<file path="config.mk">
export PLATFORM = sky130hd
export DESIGN_NAME = wdsc_top
export DESIGN_NICKNAME = d
export VERILOG_FILES = /design/src/hw/wdsc_pkg.sv /design/src/hw/wdsc_top.sv /design/src/hw/wdsc_prescaler.sv
export VERILOG_INCLUDE_DIRS = /design/src /design/src/hw
export SDC_FILE = /design/constraint.sdc
export NUM_CORES = 1
export LEC_CHECK = 0
export CAP_MARGIN = 20
export CORE_MARGIN = 2
export CORE_UTILIZATION = 55
export CTS_BUF_LIST = sky130_fd_sc_hd__clkbuf_4 sky130_fd_sc_hd__clkbuf_8
export CTS_CLUSTER_DIAMETER = 200
export CTS_CLUSTER_SIZE = 30
export DETAILED_ROUTE_END_ITERATION = 8
export DONT_BUFFER_PORTS = 1
export PLACE_DENSITY_LB_ADDON = 0.08
export RECOVER_POWER = 100
export SYNTH_ARGS = -nofsm -noshare
export SYNTH_HDL_FRONTEND = slang
export SYNTH_HIERARCHICAL = 1
export SYNTH_SLANG_ARGS = --single-unit
</file>
<file path="constraint.sdc">
create_clock -name clk -period 1.7 [get_ports clk]
set_input_delay 0.17 -clock clk [delete_from_list [all_inputs] [get_ports clk]]
set_output_delay 0.17 -clock clk [all_outputs]
set_load 0.005 [all_outputs]
</file>
<file path="src/hw/wdsc_cfg.svh">
// Offsets, field positions, reset values and timing counts of the watchdog
`ifndef WDSC_CFG_SVH
`define WDSC_CFG_SVH

// ----------------------------------------------------------------------
// Register offsets
// ----------------------------------------------------------------------
`define WDSC_SYSTEM_CONTROL_ADDR   8'hBF
`define WDSC_WATCHDOG_CONTROL_ADDR 8'hD8

// ----------------------------------------------------------------------
// Watchdog control fields
// ----------------------------------------------------------------------
`define WDSC_WDC_ENABLE_BIT        7
`define WDSC_WDC_CLEAR_BIT         5
`define WDSC_WDC_DIV_MSB           2
`define WDSC_WDC_DIV_LSB           0

// ----------------------------------------------------------------------
// System control fields
// ----------------------------------------------------------------------
`define WDSC_SYS_STATUS_BIT        7
`define WDSC_SYS_EMI_BIT           0

// ----------------------------------------------------------------------
// Reset values
// ----------------------------------------------------------------------
`define WDSC_DIV_RST               3'h0
`define WDSC_CNT_RST               16'h0000
`define WDSC_RDATA_RST             8'h00

// ----------------------------------------------------------------------
// Timing
// ----------------------------------------------------------------------
`define WDSC_CNT_LAST              16'hFFFF
`define WDSC_PRE_WIDTH             10
`define WDSC_PRE_MASK_ALL          10'h3FF
`define WDSC_PRE_MIN_BITS          3
`define WDSC_DIV_TOP               3'h7
`define WDSC_ALE_HALF_LAST         2'h2

`endif

</file>
<file path="src/hw/wdsc_pkg.sv">
// Types shared by the watchdog and system control block
`default_nettype none

package wdsc_pkg;

    // Special-function register access from the core, oscillator clocked
    typedef struct packed {
        logic [7:0] addr;
        logic       wr;
        logic       rd;
        logic [7:0] wdata;
    } wdsc_sfr_req_t;

    typedef logic [2:0] wdsc_div_t;

endpackage : wdsc_pkg

`default_nettype wire

</file>
<file path="src/hw/wdsc_top.sv">
// Watchdog counter with its control register and the system control register
//
// How it works
// - 16-bit up counter, overflow resets device
// - Time base taken from oscillator clock
// - Idle until enable bit 7 written 1
// - Bits 2..0 divide by 8 to 1024
// - Timeout is 65536 divided-clock periods
// - Any reset returns enable bit to 0
// - Writing clear bit 5 restarts from zero
// - Overflow sets status bit 7 of system control
// - Emission bit 0 suppresses oscillator/6 strobe output
`timescale 1ns/10ps
`default_nettype none
`include "wdsc_cfg.svh"

module wdsc_top #(
    parameter logic [15:0] WDT_LAST = `WDSC_CNT_LAST
) (
    input  wire logic                   clk,
    input  wire logic                   nrst,
    input  wire wdsc_pkg::wdsc_sfr_req_t sfr_req,
    output var  logic [7:0]             sfr_rdata,
    output var  logic                   wdt_reset,
    output var  logic                   ale_clk,
    output var  logic [15:0]            wdt_count
);

    // ------------------------------------------------------------------
    // Declarations
    // ------------------------------------------------------------------
    logic                enable_ff;
    wdsc_pkg::wdsc_div_t div_ff;
    logic [15:0]         cnt_ff;
    logic                status_ff;
    logic                emi_ff;
    logic                wdt_reset_ff;
    logic [7:0]          rdata_ff;
    logic [1:0]          ale_cnt_ff;
    logic                ale_phase_ff;
    logic                ale_out_ff;
    logic [1:0]          rst_sync_ff;
    logic                nrst_sync;

    logic                wr_wdc;
    logic                wr_sys;
    logic                clr_req;
    logic                tick;
    logic                overflow;
    logic [7:0]          wdc_view;
    logic [7:0]          sys_view;

    assign wr_wdc  = sfr_req.wr &&
                     (sfr_req.addr == `WDSC_WATCHDOG_CONTROL_ADDR);
    assign wr_sys  = sfr_req.wr &&
                     (sfr_req.addr == `WDSC_SYSTEM_CONTROL_ADDR);
    assign clr_req = wr_wdc && sfr_req.wdata[`WDSC_WDC_CLEAR_BIT];

    // overflow when the last count ticks
    assign overflow = enable_ff && tick && (cnt_ff == WDT_LAST);

    // ------------------------------------------------------------------
    // Reset release
    // ------------------------------------------------------------------
    // Pin reset takes hold at once but lets go through two flops, so no
    // register leaves reset on an edge that the pin may have straddled
    always_ff @(posedge clk or negedge nrst) begin
        if (!nrst) begin
            rst_sync_ff <= 2'h0;
        end else begin
            rst_sync_ff <= {rst_sync_ff[0], 1'b1};
        end
    end

    assign nrst_sync = rst_sync_ff[1];

    // ------------------------------------------------------------------
    // Prescaler
    // ------------------------------------------------------------------
    // Held cleared while idle or restarting, so each restart gets a
    // full first period rather than a partial one
    wdsc_prescaler u_pre (
        .clk     (clk),
        .nrst    (nrst_sync),
        .run     (enable_ff && !clr_req && !overflow),
        .div_sel (div_ff),
        .tick    (tick)
    );

    // ------------------------------------------------------------------
    // Watchdog control register
    // ------------------------------------------------------------------
    // enable cleared by either reset
    always_ff @(posedge clk or negedge nrst_sync) begin
        if (!nrst_sync) begin
            enable_ff <= 1'b0;
        end else if (overflow) begin
            enable_ff <= 1'b0;
        end else if (wr_wdc) begin
            enable_ff <= sfr_req.wdata[`WDSC_WDC_ENABLE_BIT];
        end
    end

    // Divider also returns to its reset code on a watchdog reset
    always_ff @(posedge clk or negedge nrst_sync) begin
        if (!nrst_sync) begin
            div_ff <= `WDSC_DIV_RST;
        end else if (overflow) begin
            div_ff <= `WDSC_DIV_RST;
        end else if (wr_wdc) begin
            div_ff <= sfr_req.wdata[`WDSC_WDC_DIV_MSB:`WDSC_WDC_DIV_LSB];
        end
    end

    // ------------------------------------------------------------------
    // Counter
    // ------------------------------------------------------------------
    always_ff @(posedge clk or negedge nrst_sync) begin
        if (!nrst_sync) begin
            cnt_ff <= `WDSC_CNT_RST;
        end else if (clr_req || overflow || !enable_ff) begin
            cnt_ff <= `WDSC_CNT_RST;
        end else if (tick) begin
            cnt_ff <= cnt_ff + 16'h0001;
        end
    end

    always_ff @(posedge clk or negedge nrst_sync) begin
        if (!nrst_sync) begin
            wdt_reset_ff <= 1'b0;
        end else begin
            wdt_reset_ff <= overflow;
        end
    end

    // ------------------------------------------------------------------
    // System control register
    // ------------------------------------------------------------------
    // pin reset clears it, as does a write with status bit 7 at 0
    always_ff @(posedge clk or negedge nrst_sync) begin
        if (!nrst_sync) begin
            status_ff <= 1'b0;
        end else if (overflow) begin
            status_ff <= 1'b1;
        end else if (wr_sys && !sfr_req.wdata[`WDSC_SYS_STATUS_BIT]) begin
            status_ff <= 1'b0;
        end
    end

    // Emission setting is left alone by a watchdog reset
    always_ff @(posedge clk or negedge nrst_sync) begin
        if (!nrst_sync) begin
            emi_ff <= 1'b0;
        end else if (wr_sys) begin
            emi_ff <= sfr_req.wdata[`WDSC_SYS_EMI_BIT];
        end
    end

    // ------------------------------------------------------------------
    // Oscillator/6 strobe
    // ------------------------------------------------------------------
    always_ff @(posedge clk or negedge nrst_sync) begin
        if (!nrst_sync) begin
            ale_cnt_ff   <= 2'h0;
            ale_phase_ff <= 1'b0;
        end else if (ale_cnt_ff == `WDSC_ALE_HALF_LAST) begin
            ale_cnt_ff   <= 2'h0;
            ale_phase_ff <= !ale_phase_ff;
        end else begin
            ale_cnt_ff   <= ale_cnt_ff + 2'h1;
        end
    end

    always_ff @(posedge clk or negedge nrst_sync) begin
        if (!nrst_sync) begin
            ale_out_ff <= 1'b0;
        end else begin
            ale_out_ff <= ale_phase_ff && !emi_ff;
        end
    end

    // ------------------------------------------------------------------
    // Read back
    // ------------------------------------------------------------------
    // clear reads 0, unused zero
    always_comb begin
        wdc_view = 8'h00;
        wdc_view[`WDSC_WDC_ENABLE_BIT] = enable_ff;
        wdc_view[`WDSC_WDC_DIV_MSB:`WDSC_WDC_DIV_LSB] = div_ff;
        sys_view = 8'h00;
        sys_view[`WDSC_SYS_STATUS_BIT] = status_ff;
        sys_view[`WDSC_SYS_EMI_BIT] = emi_ff;
    end

    // Unmapped addresses read 0; data held between reads
    always_ff @(posedge clk or negedge nrst_sync) begin
        if (!nrst_sync) begin
            rdata_ff <= `WDSC_RDATA_RST;
        end else if (sfr_req.rd) begin
            case (sfr_req.addr)
                `WDSC_WATCHDOG_CONTROL_ADDR: rdata_ff <= wdc_view;
                `WDSC_SYSTEM_CONTROL_ADDR:   rdata_ff <= sys_view;
                default:                     rdata_ff <= 8'h00;
            endcase
        end
    end

    assign sfr_rdata = rdata_ff;
    assign wdt_reset = wdt_reset_ff;
    assign ale_clk   = ale_out_ff;
    assign wdt_count = cnt_ff;

endmodule // wdsc_top

`default_nettype wire

</file>
<file path="src/hw/wdsc_prescaler.sv">
// Oscillator divider giving one tick per 8 to 1024 oscillator cycles
`timescale 1ns/10ps
`default_nettype none
`include "wdsc_cfg.svh"

module wdsc_prescaler (
    input  wire logic              clk,
    input  wire logic              nrst,
    input  wire logic              run,
    input  wire wdsc_pkg::wdsc_div_t div_sel,
    output var  logic              tick
);

    logic [`WDSC_PRE_WIDTH-1:0] pre_ff;
    logic [`WDSC_PRE_WIDTH-1:0] mask;
    logic                       tick_ff;

    // ------------------------------------------------------------------
    // Division select
    // ------------------------------------------------------------------
    // code picks 2**(code+3)
    assign mask = `WDSC_PRE_MASK_ALL >> (`WDSC_DIV_TOP - div_sel);

    always_ff @(posedge clk or negedge nrst) begin
        if (!nrst) begin
            pre_ff <= '0;
        end else if (!run) begin
            pre_ff <= '0;
        end else begin
            pre_ff <= pre_ff + `WDSC_PRE_WIDTH'(1);
        end
    end

    // Registered so the counter sees a clean single-cycle strobe
    always_ff @(posedge clk or negedge nrst) begin
        if (!nrst) begin
            tick_ff <= 1'b0;
        end else begin
            tick_ff <= run && ((pre_ff & mask) == mask);
        end
    end

    assign tick = tick_ff;

endmodule // wdsc_prescaler

`default_nettype wire

</file>
==> run metrics <==
status finished clean; vias in the first global route approximately 1600; Design Power 1.77 mW; met3 WL 208 um; Crit path required time 1.89 ns; final WL 4.03 mm; # clock sinks 44; DP Wirelength 2.94 mm; Initial DRT Pass Iterations 4; Synth top area share 0.517; Post-synth EDFFs 0; Startpoint Class flop; met2 wire length 2.10 mm; Pwr Density 766 nW/um^2; Slew Viols, Final 0; nets 243; peak supply drop 0.655 mV; Worst Setup End Kind flop; Post-Route M1 WL 1.67 mm; Place WS -0.0193 ns; n_diodes 0; async set-reset flop share out of synthesis 1.00; Critical Path AT 1.78 ns; crit path kind flop to flop; largest net degree at the start of global routing 43; f_max between 600 and 700 MHz; RSZ-0062 raised after global routing true; R2R setup slack 0.11 ns; Max H-tree Level 2; Synth cell types 43; Mapped Area 2130 um^2; post-CTS setup buffer count 0; vias per inst approximately 5.6; initial antenna violation count 0; Final Cycle Share 0.936; Critical Path End u_pre/tick$_DFF_PN0_; Cells after Synth 206; post-layout util 0.627; Worst setup startpoint wdt_count[6]$_DFFE_PN0P_; Gates resized, CTS repair 0; max_cap viols 0; Skew-Pair Late Insertion Delay 0.29 ns; CTS buffer count 5; Rel. slew slack 0.321; Chip Width 66.2 um; CTS max path bufs 2; min Tclk post-route about 1.6 ns; top sig layer met4; WL per Instance between 10 and 15 um; skew final 0.00908 ns; most frequent cells in the layout dfrtp_1 (44), nor2_1 (20), nand2_1 (15), xnor2_1 (15), nand3_1 (13); CP Max Fanout 11; Min-Delay Path Class primary input to flop; worst setup margin 0.109 ns; Area Overhead vs Synth 8.46%; I/O pin count 46; Iter 0 DRT Violations 70; number of remaining DRC errors 0; worst hold slack 0.0127 ns; leakage 0.970 nW; Die H between 60 and 70 um; # setup viols final 0; die area 4390 um^2; first-pass GRT wire length roughly 7.0 mm; CTS tree yes; core area 3690 um^2; via count 1501; Buffers on Ports 0; reg2reg path depth 6; leading cell type in the layout, fill and taps excluded dfrtp_1; ratio of cells with drive above 1 in the final layout 0.113; grt ovf 0; Clock Tree Root clkbuf_8; Worst-path clk slew 0.09 ns; Worst Tran Pin Value ~1 ns; Core Rows 22; Synth Register Bits 44; FF-to-FF End u_pre/tick$_DFF_PN0_; top post-synthesis cells by area dfrtp_1 (52%), xnor2_1 (6.2%), nor2_1 (3.5%); r2r startpoint wdt_count[6]$_DFFE_PN0P_; Ys Warns 6; GP Congestion 0.745; Yosys top cell by area dfrtp_1; Final Hold Fails 0; initial core utilization 0.578; post-route ant nets 0; Most used DFF post-synth dfrtp_1; Synth Area per Inst 10.3 um^2; register area share after synthesis 0.517; Tot GR Track Use 0.209
==> cells in the mapped netlist (2+ instances only) <==
| cell | instances |
|---|---|
| a21oi_1 | 11 |
| a22oi_1 | 2 |
| and2_1 | 9 |
| buf_2 | 2 |
| buf_4 | 4 |
| clkbuf_1 | 3 |
| conb_1 | 2 |
| dfrtp_1 | 44 |
| ha_1 | 2 |
| inv_1 | 8 |
| nand2_1 | 15 |
| nand3_1 | 13 |
| nand4_1 | 7 |
| nor2_1 | 20 |
| nor2b_1 | 3 |
| nor3_1 | 7 |
| nor4_1 | 4 |
| o21ai_0 | 5 |
| or3_1 | 2 |
| xnor2_1 | 15 |
| xor2_1 | 6 |
==> flip-flops by register name, summed over array words and instances (netlist names) <==
register      cells
ale_clk           1
status_ff         1
u_pre/pre_ff     10
div_ff            3
ale_cnt_ff        2
emi_ff            1
u_pre/tick        1
wdt_reset         1
enable_ff         1
wdt_count        16
rst_sync_ff       2
sfr_rdata         4
ale_phase_ff      1
==> cells by family after synthesis <==
kind of cell / after synthesis / share of synthesized area
AND/OR/NAND/NOR: 90 / 0.235
flip-flops: 44 / 0.517
AO/OA/AOI/OAI: 27 / 0.0934
XOR/XNOR: 21 / 0.0863
buffers and inverters: 18 / 0.0435
adder cells (fa/ha/maj): 2 / 0.0117
other: 2 / 0.00352
multiplexers: 2 / 0.00998
==> through the flow <==
step | area (um^2) | instances | setup TNS (ns)
after floorplan | 2160 | 209 | -1.75
after global placement | 2240 | 260 | 0
after detailed placement | 2240 | 260 | -0.0193
after CTS | 2350 | 270 | 0
after global routing | 2310 | 270 | -0.00212
final | 2310 | 270 | 0
==> final cells by class <==
type	instances	area, um^2
Fill cell	320	1380
Multi-Input combinational cell	147	943
Clock inverter	3	18.8
Sequential cell	44	1100
Tap cell	48	60.1
Timing Repair Buffer	15	88.8
Inverter	8	30.0
Clock buffer	5	68.8
==> metal layers <==
| metal | vias up | GRT usage |
|---|---|---|
| met4 | 0 | 0.0485 |
| li1 | 727 | - |
| met2 | 40 | 0.378 |
| met5 | - | 0 |
| met3 | 6 | 0.0647 |
| met1 | 728 | 0.241 |
==> repair_timing <==
action | CTS | global route
hold buffers | 2 | 0
endpoints found under the setup margin | 0 | 2
hold endpoints to repair | 6 | 0
==> worst max-delay path, stage by stage (launching register included) <==
cell     delay [ns]
dfrtp_1        0.44
nand3_1        0.26
nor3_2         0.31
a21o_4         0.17
inv_2          0.07
o211a_1        0.12
o221a_2        0.11
==> where the power goes <==
group / switching [mW] / leakage (nW) / internal [mW]
logic: 0.0430 / 0.320 / 0.0204
clock network: 0.349 / 0.0479 / 0.286
registers: 0.0122 / 0.602 / 1.06
total: 0.404 / 0.970 / 1.37
==> worst min-delay path by stage <==
stage	cells past startpoint	startpoint	endpoint	slack, ns
final	2	sfr_req[9]	enable_ff$_DFFE_PN0P_	0.01
after global routing	2	sfr_req[9]	div_ff[1]$_DFFE_PN0P_	0.004
after CTS	2	sfr_req[9]	enable_ff$_DFFE_PN0P_	0.009
after detailed placement	0	nrst	rst_sync_ff[0]$_DFF_PN0_	-0.13
after global placement	0	nrst	rst_sync_ff[1]$_DFF_PN0_	-0.13
after floorplan	0	nrst	rst_sync_ff[0]$_DFF_PN0_	-0.13
No activity file was read; power rests on OpenSTA's default activity.
